[src/pme_pkg.sv]
// constants and register map of the pir motion event monitor
package pme_pkg;

    // ----------------------------------------
    // apb register map (byte addresses)
    // ----------------------------------------
    localparam int PADDR_W = 8;
    localparam logic [7:0] REG_ID = 8'h00;
    localparam logic [7:0] REG_VERSION = 8'h04;
    localparam logic [7:0] REG_STATUS = 8'h08;
    localparam logic [7:0] REG_CTRL = 8'h0C;
    localparam logic [7:0] REG_CMD = 8'h10;
    localparam logic [7:0] REG_DEBOUNCE = 8'h14;
    localparam logic [7:0] REG_BUSADDR = 8'h18;
    localparam logic [7:0] REG_LAST_ARR = 8'h1C;
    localparam logic [7:0] REG_LAST_DEP = 8'h20;
    localparam logic [7:0] REG_FIRST_ARR = 8'h24;
    localparam logic [7:0] REG_FIRST_DEP = 8'h28;
    localparam logic [7:0] REG_POP_ARR = 8'h2C;
    localparam logic [7:0] REG_POP_DEP = 8'h30;

    // ----------------------------------------
    // field positions
    // ----------------------------------------
    localparam int ST_RAW = 0;
    localparam int ST_ARRIVAL = 1;
    localparam int ST_DEPARTURE = 2;
    localparam int ST_PENDING = 3;
    localparam int ST_ARR_FULL = 4;
    localparam int ST_ARR_EMPTY = 5;
    localparam int ST_DEP_FULL = 6;
    localparam int ST_DEP_EMPTY = 7;
    localparam int CTRL_INT_EN = 0;
    localparam int CMD_CLEAR = 0;
    localparam int CMD_INT_RESET = 1;

    // ----------------------------------------
    // values after reset and identity
    // ----------------------------------------
    localparam logic [6:0] BUS_ADDR_CLOSED = 7'h12;
    localparam logic [6:0] BUS_ADDR_OPEN = 7'h13;
    // 750 ms
    localparam logic [15:0] DEBOUNCE_RST = 16'h02EE;
    localparam logic INT_EN_RST = 1'h0;
    // arbitrary values
    localparam logic [7:0] DEVICE_ID = 8'h5A;
    localparam logic [15:0] FW_VERSION = 16'h0100;

    // ----------------------------------------
    // queues and timing
    // ----------------------------------------
    localparam int TS_W = 32;
    localparam int QIDX_W = 4;
    localparam logic [3:0] QUEUE_DEPTH = 4'hA;
    localparam int CLK_PERIOD_NS = 8;
    localparam int MS_NS = 1000000;
    localparam int MS_CYCLES_DEF = MS_NS / CLK_PERIOD_NS;
    localparam int DIV_W = 17;

endpackage

[src/pme_monitor.sv]
// pir motion event monitor with apb register access
// ----------------------------------------
// Overview of operation
// interrupt pin driven low for an event, released otherwise
// host pulls the interrupt line high when nobody drives it
// bus address 0x12 with strap closed, 0x13 with strap open
// raw status bit mirrors the sensor output, undebounced
// arrival flag sets after raw goes active and holds for debounce time
// departure flag sets after raw goes inactive and holds for debounce time
// sixteen-bit debounce time in ms, read/write, 750 after reset
// interrupt enabled means every arrival and departure asserts the pin
// interrupt disabled means no pin assertion, flags still update
// event-pending bit set by any debounced event until cleared
// clear command zeroes arrival, departure and pending together
// interrupt reset command restores defaults, interrupts off
// ten-entry arrival timestamp queue with full and empty flags
// ten-entry departure timestamp queue with full and empty flags
// elapsed ms since latest arrival and since latest departure
// elapsed ms of the oldest entry in each queue, no removal
// pop returns the oldest queue entry then discards it
// sixteen-bit firmware version, major high byte, minor low byte
// readable eight-bit identification value
// host-written bus address is used from then on
// clearing event bits releases the interrupt pin high
// timestamps from free-running ms counter, elapsed is now minus entry
// ----------------------------------------
//
// The register offsets and the APB interface to the registers were left to the implementer.
`timescale 1ns/1ns
module pme_monitor
    import pme_pkg::*;
#(
    parameter int MS_CYCLES = MS_CYCLES_DEF
) (
    input wire logic clock,
    input wire logic nrst,
    input wire logic psel,
    input wire logic penable,
    input wire logic pwrite,
    input wire logic [PADDR_W-1:0] paddr,
    input wire logic [31:0] pwdata,
    output logic [31:0] prdata,
    output logic pready,
    output logic pslverr,
    input wire logic pir_raw,
    input wire logic addr_strap_open,
    output logic int_o,
    output logic int_oe_n,
    output logic [6:0] bus_addr
);

    // ----------------------------------------
    // state
    // ----------------------------------------
    typedef struct packed {
        logic [2:0] pir_sync;
        logic [2:0] strap_sync;
        logic raw;
        logic strap;
        logic [DIV_W-1:0] div;
        logic tick;
        logic [TS_W-1:0] now;
        logic stable;
        logic [15:0] dcnt;
        logic arrival_flag;
        logic departure_flag;
        logic event_pending;
        logic [TS_W-1:0] last_arr;
        logic [TS_W-1:0] last_dep;
        logic seen_arr;
        logic seen_dep;
        logic int_en;
        logic [15:0] debounce;
        logic [6:0] addr;
        logic addr_sw;
        logic [31:0] prdata;
        logic pready;
        logic pslverr;
        logic int_o;
        logic int_oe_n;
    } pme_state_t;

    pme_state_t st_q;
    pme_state_t st_d;

    logic arr_evt;
    logic dep_evt;
    logic access;
    logic take;
    logic wr_take;
    logic rd_take;
    logic hit;
    logic pop_arr;
    logic pop_dep;
    logic [31:0] rdata;
    logic [TS_W-1:0] arr_head;
    logic [TS_W-1:0] dep_head;
    logic arr_full;
    logic arr_empty;
    logic dep_full;
    logic dep_empty;

    localparam logic [DIV_W-1:0] DIV_LAST = DIV_W'(MS_CYCLES - 1);

    // ----------------------------------------
    // timestamp queues
    // ----------------------------------------
    pme_ts_queue u_arr_queue (
        .clock(clock),
        .nrst(nrst),
        .push(arr_evt),
        .push_data(st_q.now),
        .pop(pop_arr),
        .head(arr_head),
        .full(arr_full),
        .empty(arr_empty)
    );

    pme_ts_queue u_dep_queue (
        .clock(clock),
        .nrst(nrst),
        .push(dep_evt),
        .push_data(st_q.now),
        .pop(pop_dep),
        .head(dep_head),
        .full(dep_full),
        .empty(dep_empty)
    );

    // ----------------------------------------
    // read mux
    // ----------------------------------------
    always_comb begin
        hit = 1'h1;
        rdata = 32'h0;
        case (paddr)
            REG_ID: begin
                rdata = {24'h0, DEVICE_ID};
            end
            REG_VERSION: begin
                rdata = {16'h0, FW_VERSION};
            end
            REG_STATUS: begin
                rdata[ST_RAW] = st_q.raw;
                rdata[ST_ARRIVAL] = st_q.arrival_flag;
                rdata[ST_DEPARTURE] = st_q.departure_flag;
                rdata[ST_PENDING] = st_q.event_pending;
                rdata[ST_ARR_FULL] = arr_full;
                rdata[ST_ARR_EMPTY] = arr_empty;
                rdata[ST_DEP_FULL] = dep_full;
                rdata[ST_DEP_EMPTY] = dep_empty;
            end
            REG_CTRL: begin
                rdata[CTRL_INT_EN] = st_q.int_en;
            end
            REG_CMD: begin
                rdata = 32'h0;
            end
            REG_DEBOUNCE: begin
                rdata = {16'h0, st_q.debounce};
            end
            REG_BUSADDR: begin
                rdata = {25'h0, st_q.addr};
            end
            REG_LAST_ARR: begin
                rdata = st_q.seen_arr ? st_q.now - st_q.last_arr : 32'h0;
            end
            REG_LAST_DEP: begin
                rdata = st_q.seen_dep ? st_q.now - st_q.last_dep : 32'h0;
            end
            REG_FIRST_ARR: begin
                rdata = arr_empty ? 32'h0 : st_q.now - arr_head;
            end
            REG_FIRST_DEP: begin
                rdata = dep_empty ? 32'h0 : st_q.now - dep_head;
            end
            REG_POP_ARR: begin
                rdata = arr_head;
            end
            REG_POP_DEP: begin
                rdata = dep_head;
            end
            default: begin
                hit = 1'h0;
            end
        endcase
    end

    // ----------------------------------------
    // next state
    // ----------------------------------------
    always_comb begin
        st_d = st_q;
        arr_evt = 1'h0;
        dep_evt = 1'h0;
        access = psel && penable;
        take = access && st_q.pready;
        wr_take = take && pwrite && !st_q.pslverr;
        rd_take = take && !pwrite;
        pop_arr = rd_take && (paddr == REG_POP_ARR);
        pop_dep = rd_take && (paddr == REG_POP_DEP);

        // three-stage synchronisers, a change counts when stages two and three agree
        st_d.pir_sync = {st_q.pir_sync[1:0], pir_raw};
        st_d.strap_sync = {st_q.strap_sync[1:0], addr_strap_open};
        if (st_q.pir_sync[1] == st_q.pir_sync[2]) begin
            st_d.raw = st_q.pir_sync[2];
        end
        if (st_q.strap_sync[1] == st_q.strap_sync[2]) begin
            st_d.strap = st_q.strap_sync[2];
        end

        // millisecond tick and free-running timestamp
        st_d.tick = 1'h0;
        if (st_q.div == DIV_LAST) begin
            st_d.div = '0;
            st_d.tick = 1'h1;
        end else begin
            st_d.div = st_q.div + 1'h1;
        end
        if (st_q.tick) begin
            st_d.now = st_q.now + 32'h1;
        end

        // debounce: any return to the held level restarts the count; firing only on a tick
        // after the full count keeps the hold from falling short of the setting
        if (st_q.raw == st_q.stable) begin
            st_d.dcnt = 16'h0;
        end else if (st_q.tick && st_q.dcnt >= st_q.debounce) begin
            st_d.stable = st_q.raw;
            st_d.dcnt = 16'h0;
            arr_evt = st_q.raw;
            dep_evt = !st_q.raw;
        end else if (st_q.tick) begin
            st_d.dcnt = st_q.dcnt + 16'h1;
        end

        // apb: one wait cycle so read data comes from a flop
        st_d.pready = access && !st_q.pready;
        if (access && !st_q.pready) begin
            st_d.prdata = rdata;
            st_d.pslverr = !hit;
        end else begin
            st_d.pslverr = 1'h0;
        end

        if (wr_take && paddr == REG_CTRL) begin
            st_d.int_en = pwdata[CTRL_INT_EN];
        end
        if (wr_take && paddr == REG_DEBOUNCE) begin
            st_d.debounce = pwdata[15:0];
        end
        if (wr_take && paddr == REG_CMD && pwdata[CMD_INT_RESET]) begin
            st_d.int_en = INT_EN_RST;
        end
        if (wr_take && paddr == REG_CMD && pwdata[CMD_CLEAR]) begin
            st_d.arrival_flag = 1'h0;
            st_d.departure_flag = 1'h0;
            st_d.event_pending = 1'h0;
        end

        // a new event wins over a clear in the same cycle
        if (arr_evt) begin
            st_d.arrival_flag = 1'h1;
            st_d.event_pending = 1'h1;
            st_d.last_arr = st_q.now;
            st_d.seen_arr = 1'h1;
        end
        if (dep_evt) begin
            st_d.departure_flag = 1'h1;
            st_d.event_pending = 1'h1;
            st_d.last_dep = st_q.now;
            st_d.seen_dep = 1'h1;
        end

        // bus address: strap until software takes it over
        if (wr_take && paddr == REG_BUSADDR) begin
            st_d.addr = pwdata[6:0];
            st_d.addr_sw = 1'h1;
        end else if (!st_q.addr_sw) begin
            st_d.addr = st_q.strap ? BUS_ADDR_OPEN : BUS_ADDR_CLOSED;
        end

        // open drain: output level fixed low, only the enable moves
        st_d.int_o = 1'h0;
        st_d.int_oe_n = !(st_d.int_en && st_d.event_pending);
    end

    always_ff @(posedge clock) begin
        if (!nrst) begin
            st_q <= '0;
            st_q.debounce <= DEBOUNCE_RST;
            st_q.int_en <= INT_EN_RST;
            st_q.addr <= BUS_ADDR_CLOSED;
            st_q.int_oe_n <= 1'h1;
        end else begin
            st_q <= st_d;
        end
    end

    assign prdata = st_q.prdata;
    assign pready = st_q.pready;
    assign pslverr = st_q.pslverr;
    assign int_o = st_q.int_o;
    assign int_oe_n = st_q.int_oe_n;
    assign bus_addr = st_q.addr;
endmodule

[src/pme_ts_queue.sv]
// ten-entry timestamp queue, first in first out
`timescale 1ns/1ns
module pme_ts_queue
    import pme_pkg::*;
(
    input wire logic clock,
    input wire logic nrst,
    input wire logic push,
    input wire logic [TS_W-1:0] push_data,
    input wire logic pop,
    output logic [TS_W-1:0] head,
    output logic full,
    output logic empty
);

    typedef struct packed {
        logic [9:0][TS_W-1:0] mem;
        logic [QIDX_W-1:0] rd;
        logic [QIDX_W-1:0] wr;
        logic [QIDX_W-1:0] cnt;
        logic [TS_W-1:0] head;
        logic full;
        logic empty;
    } pme_q_state_t;

    pme_q_state_t st_q;
    pme_q_state_t st_d;
    logic do_push;
    logic do_pop;

    always_comb begin
        st_d = st_q;
        // a push into a full queue is dropped so the oldest entries survive
        do_push = push && !st_q.full;
        do_pop = pop && !st_q.empty;
        if (do_push) begin
            st_d.mem[st_q.wr] = push_data;
            st_d.wr = (st_q.wr == QUEUE_DEPTH - 4'h1) ? 4'h0 : st_q.wr + 4'h1;
        end
        if (do_pop) begin
            st_d.rd = (st_q.rd == QUEUE_DEPTH - 4'h1) ? 4'h0 : st_q.rd + 4'h1;
        end
        if (do_push && !do_pop) begin
            st_d.cnt = st_q.cnt + 4'h1;
        end else if (do_pop && !do_push) begin
            st_d.cnt = st_q.cnt - 4'h1;
        end
        st_d.full = (st_d.cnt == QUEUE_DEPTH);
        st_d.empty = (st_d.cnt == 4'h0);
        st_d.head = st_d.empty ? 32'h0 : st_d.mem[st_d.rd];
    end

    always_ff @(posedge clock) begin
        if (!nrst) begin
            st_q <= '0;
            st_q.empty <= 1'h1;
        end else begin
            st_q <= st_d;
        end
    end

    assign head = st_q.head;
    assign full = st_q.full;
    assign empty = st_q.empty;
endmodule

[config.mk]
export PLATFORM = sky130hd
export DESIGN_NAME = pme_monitor
export DESIGN_NICKNAME = d
export VERILOG_FILES = /design/src/pme_pkg.sv /design/src/pme_monitor.sv /design/src/pme_ts_queue.sv
export SDC_FILE = /design/constraint.sdc
export NUM_CORES = 2
export LEC_CHECK = 0
export ABC_AREA = 1
export BUFFER_PORTS_ARGS = -buffer_cell sky130_fd_sc_hd__buf_2
export CAP_MARGIN = 20
export CORE_ASPECT_RATIO = 0.5
export CORE_MARGIN = 3
export CORE_UTILIZATION = 45
export CTS_CLUSTER_DIAMETER = 50
export DETAILED_ROUTE_END_ITERATION = 10
export SYNTH_ARGS = -nofsm -noshare
export SYNTH_HDL_FRONTEND = slang
export SYNTH_HIERARCHICAL = 1
export SYNTH_SLANG_ARGS = --single-unit
[constraint.sdc]
create_clock -name clock -period 4.5 [get_ports clock]
set_clock_uncertainty 0.15 [all_clocks]
set_input_delay 0.225 -clock clock [delete_from_list [all_inputs] [get_ports clock]]
set_output_delay 0.225 -clock clock [all_outputs]
set_load 0.05 [all_outputs]
* After elaboration in Yosys (flattened, before gate mapping) *
Cells that the tools add are included.

word-level totals
  bits in registers = 937
  input port bits = 47
  output and inout bits = 43
  logic and storage cells = 200

cells by class
  add/subtract/negate cells = 15
  $lt $le $gt $ge = 7
  equality and inequality tests = 23
  multiplexer cells = 44
  bitwise gates (word level) = 2
  reduce and logical (&&, ||, !) cells = 52

operators by type and width
  cell                                                         number
  bitwise mux 320 bit                                          2
  2-to-1 mux 320 bit                                           2
  binary-select mux 32 bit (select 4 bit)                      2
  demux 32 bit (select 4 bit)                                  2
  2-to-1 mux 32 bit                                            8
  case mux 24 bit (8 select lines)                             1
  subtractor 32 bit                                            4
  case mux 7 bit (10 select lines)                             1
  == test 8 x 6 -> 1 bit (second input constant)               5
  2-to-1 mux 4 bit                                             10
  2-to-1 mux 33 bit                                            1
  adder 32 x 1 -> 32 bit (second input constant)               1
  == test 8 x 5 -> 1 bit (second input constant)               4
  logical AND 1 bit                                            26
  adder 4 x 1 -> 4 bit (second input constant)                 6
  == test 4 bit (second input constant)                        6
  less-than comparator 4 x 5 -> 1 bit (second input constant)  4
  adder 17 x 1 -> 17 bit (second input constant)               1
  == test 17 bit (second input constant)                       1
  adder 16 x 1 -> 16 bit (second input constant)               1
  == test 8 x 4 -> 1 bit (second input constant)               2
  >= comparator 16 bit                                         1
  zero test 1 bit                                              14
  2-to-1 mux 7 bit                                             2
  other kinds (17)                                             36

* Depth between registers and ports, before layout *
  depth after elaboration = 11
  mapped depth = 24
  gate-level depth less buffers = 21

* Hierarchy *
The synthesis kept the hierarchy.

by module, submodules not included
  module                       instances  cells an instance  area each (um^2)  sequential area each (um^2)
  pme_monitor                  1          3485               19548.7           4083.9
  pme_ts_queue at u_dep_queue  1          2392               16619.7           7327.0
  pme_ts_queue at u_arr_queue  1          2348               16560.9           7327.0

* Worst setup path after synthesis *
Ideal clock, no wire load.

  kind = reg2reg
  from = register st_q[55] (netlist name)
  to = register u_arr_queue.st_q, in the netlist u_arr_queue/head[10]
  setup time = 120 ps
  arrival time = 2907 ps
  data required time = 4230 ps
  setup slack = 1323 ps
  cell stages (with the launch flop) = 21
  buffers on the path = 3
  clock period less this slack = 3177 ps
  cells stage by stage = dfxtp_1 -> inv_1 -> ha_1 -> a21oi_1 -> o21a_1 -> o221a_2 -> nand3_1 -> nand3_1 -> buf_2 -> buf_2 -> inv_1 -> inv_1 -> nor2_4 -> nor2_1 -> inv_1 -> nand2_1 -> xor2_1 -> nand4_1 -> nand2_1 -> buf_2 -> a21oi_1

RTL lines
  item                    line                source
  end signal: assignment  pme_ts_queue.sv:58  st_q <= st_d;
  end: declaration        pme_ts_queue.sv:26  pme_q_state_t st_q;

==> results.sh <==
export IMPL_status="finished clean"
export IMPL_ant_nets=0
export IMPL_root_buffer="clkbuf_16"
export IMPL_syn_inst=8225
export IMPL_num_rows=88
export IMPL_clk_latency_ns=0.73
export IMPL_synth_adder_area_share_pct=3.69
export IMPL_post_route_period_util_pct=89.6
export IMPL_portBuffers=72
export IMPL_cts_buffer_depth=3
export IMPL_numCtsBuffers=91
export IMPL_syn_area_per_cell_um2=6.41
export IMPL_r2r_start="st_q[141]$_SDFFE_PP0P_"
export IMPL_top_level_ports=90
export IMPL_fin_tns_setup_ns=0
export IMPL_synth_compound_area_share_pct=11.8
export IMPL_wl_per_cell_um=19.7
export IMPL_ys_ff_latch=936
export IMPL_fin_nets=8178
export IMPL_drt_first_pass_iters=7
export IMPL_grt_overflow=0
export IMPL_drive_gt1_share_pct=6.33
export IMPL_irDropWorstVdd_v=0.000275
export IMPL_leakage_nw=25.2
export IMPL_cts_tree="built"
export IMPL_cts_reportedPaths_clkPinSlew_ns=0.07
export IMPL_diodes=0
export IMPL_p_seq_share_pct=48.7
export IMPL_p_switching_mw=3.95
export IMPL_setup_viol=0
export IMPL_dr_first_iter_drc_count=6043
export IMPL_routed_wl_um=190000
export IMPL_p_total_mw=17.0
export IMPL_sw_frac_of_total_pct=23.2
export IMPL_crit_path_end="u_dep_queue/head[6]$_SDFF_PP0_"
export IMPL_hold_viol=0
export IMPL_rsz0062_at_grt="no"
export IMPL_slew_headroom_pct=26.8
export IMPL_netlist_area_mm2=0.0527
export IMPL_synth_simple_area_share_pct=36.5
export IMPL_p_int_mw=13.1
export IMPL_antenna_found_initial=2
export IMPL_synthMuxAreaShare_pct=0
export IMPL_cts_sinks=936
export IMPL_fill_cells=12000
export IMPL_grt_first_pass_wirelength_um=285000
export IMPL_ctsResizeCount=0
export IMPL_async_flop_share_pct=0
export IMPL_cp_arrival_ns=4.47
export IMPL_synth_warnings=6
export IMPL_coreArea_mm2=0.116
export IMPL_final_cell_mix="nand2_1, nand3_1, dfxtp_1, a21oi_1, inv_1"
export IMPL_start_kind="flip-flop"
export IMPL_crit_type="reg -> reg"
export IMPL_synth_top_family_by_area="simple AND/OR/NAND/NOR gates"
export IMPL_gp_congestion=0.984
export IMPL_top_usage_layer="met1"
export IMPL_worstSetupEndpointType="flip-flop"
export IMPL_syn2layout_area_growth_pct=8.88
export IMPL_syn_num_nets=8425
export IMPL_num_vias=53400
export IMPL_die_x_um=490
export IMPL_start_util_pct=45.6
export IMPL_grt_pass1_vias=47200
export IMPL_synth_edf_count=0
export IMPL_final_area_mm2=0.0574
export IMPL_dpl_hpwl_um=129000
export IMPL_ys_flop_type="dfxtp_1"
export IMPL_fp_dieH_um=248
export IMPL_worstPathMaxFanout=18
export IMPL_grt_max_degree=140
export IMPL_synth_xor_xnor_area_share_pct=0.845
export IMPL_hold_class="in -> reg"
export IMPL_r2r_cells=18
export IMPL_clkPwrFrac_pct=49.6
export IMPL_max_cap_viol_count=0
export IMPL_via_per_inst=5.55
export IMPL_drc_errors=0
export IMPL_ys_seq_area_share_pct=35.5
export IMPL_met3_usage_pct=6.16
export IMPL_final_common_cell="nand2_1"
export IMPL_r2r_end="u_dep_queue/head[6]$_SDFF_PP0_"
export IMPL_period_minus_slack_ns=4.03
export IMPL_grt_total_usage_pct=30.0
export IMPL_cp_data_required_time_ns=4.93
export IMPL_crit_start="st_q[141]$_SDFFE_PP0P_"
export IMPL_cts_htree_levels=3
export IMPL_use_met1_pct=44.6
export IMPL_power_frac_comb_pct=1.6
export IMPL_met2_usage_pct=43.7
export IMPL_p_per_area_mw_per_mm2=297
export IMPL_ys_types=56
export IMPL_r2r_setup_slack_ns=0.47
export IMPL_timing_hold_worst_path_depth=6
export IMPL_dieArea_mm2=0.122
export IMPL_fmax_mhz=248
export IMPL_postPlaceCellArea_mm2=0.0537
export IMPL_final_max_slew_viol_count=0
export IMPL_worst_pin_slew_ns=1.10
-- flip-flops by register name, indices dropped and copies added, names as in the netlist --
register / count
u_arr_queue/empty: 1
u_dep_queue/st_q: 332
u_dep_queue/head: 32
st_q: 158
bus_addr: 7
st_d: 4
pready: 1
pslverr: 1
u_dep_queue/full: 1
int_oe_n: 1
prdata: 32
u_arr_queue/full: 1
u_arr_queue/st_q: 332
u_arr_queue/head: 32
u_dep_queue/empty: 1
-- worst max-delay path, cell delays in order, from the launching register on --
cell      delay (ns)
dfxtp_1         0.41
ha_1            0.28
a21oi_1         0.17
o21a_1          0.14
o221a_2         0.17
nand3_1         0.17
nand3_2         0.13
inv_1           0.09
inv_1           0.07
nor2_2          0.03
buf_4           0.19
nand3_2         0.08
clkinv_1        0.61
nand2_1         0.28
nand3_1         0.09
nand3_1         0.10
nand3_1         0.35
nand3_1         0.28
a21oi_1         0.09
-- Yosys cell counts, types with 43 or more instances --
| cell | n | area, µm² |
|---|---|---|
| buf_4 | 123 | 923 |
| nor2_1 | 666 | 2500 |
| a21oi_1 | 853 | 4270 |
| o21ai_0 | 125 | 626 |
| inv_1 | 840 | 3150 |
| buf_2 | 150 | 751 |
| nand3_1 | 1607 | 8040 |
| clkbuf_1 | 285 | 1070 |
| o21ai_1 | 72 | 360 |
| nor3_1 | 43 | 215 |
| nand2_1 | 1994 | 7480 |
| ha_1 | 149 | 1860 |
| dfxtp_1 | 936 | 18700 |
-- final cells by class --
cell class	count	area (µm²)	area share [%]
Clock buffer	113	2470	4.30
Multi-Input combinational cell	5832	28000	48.8
Sequential cell	936	18800	32.7
Clock inverter	57	798	1.39
Inverter	862	3250	5.67
Tap cell	1575	1970	3.43
Timing Repair Buffer	255	2140	3.72
-- how the worst min path moves through the flow --
stage | start | to
after global routing | psel | prdata[31]$_SDFFE_PN0P_
after detailed placement | st_d[200]$_SDFF_PN0_ | st_d[201]$_SDFF_PN0_
after floorplan | addr_strap_open | st_d[200]$_SDFF_PN0_
after CTS | psel | prdata[25]$_SDFFE_PN0P_
after global placement | st_d[200]$_SDFF_PN0_ | st_d[201]$_SDFF_PN0_
final | psel | prdata[4]$_SDFFE_PN0P_
-- cell families after synthesis --
group,after synthesis
AOI/OAI and AO/OA,1181
buffers and inverters,1457
adders and majority gates,153
other,1
xor gates and xnor gates,50
DFF,936
and+or+nand+nor,4447
-- timing repair --
item                                    CTS  global route
buffers inserted                          0             0
endpoints found under the setup margin    0             0
hold endpoints to repair                 43             0
hold buffers                             40             0
-- routing by layer --
metal | up-vias | wire [µm]
li1 | 26300 | -
met1 | 24700 | 88300
met2 | 2220 | 77000
met3 | 253 | 19700
met4 | 2 | 4550
met5 | - | 13
-- metrics by stage --
stage / worst slack [ns] / instances / utilization (%) / hold slack [ns]
global placement: 0.572 / 9420 / 46.4 / 0.245
floorplan: 1.32 / 8225 / - / 0.173
finish: 0.467 / 9630 / 49.6 / 0.0466
detailed placement: 0.511 / 9420 / 46.4 / 0.254
global route: 0.213 / 9630 / 49.6 / 0.0590
CTS: 0.508 / 9630 / 49.6 / 0.00284
-- power by group through the flow --
stage                     logic (mW)  registers, mW  clock network [mW]
after floorplan                0.166           8.49                   0
after global placement         0.256           8.49                   0
after detailed placement       0.256           8.49                   0
after CTS                      0.276           8.30                8.58
after global routing           0.300           8.29                8.91
final                          0.279           8.30                8.45
Power figures use the tool's default switching activity.
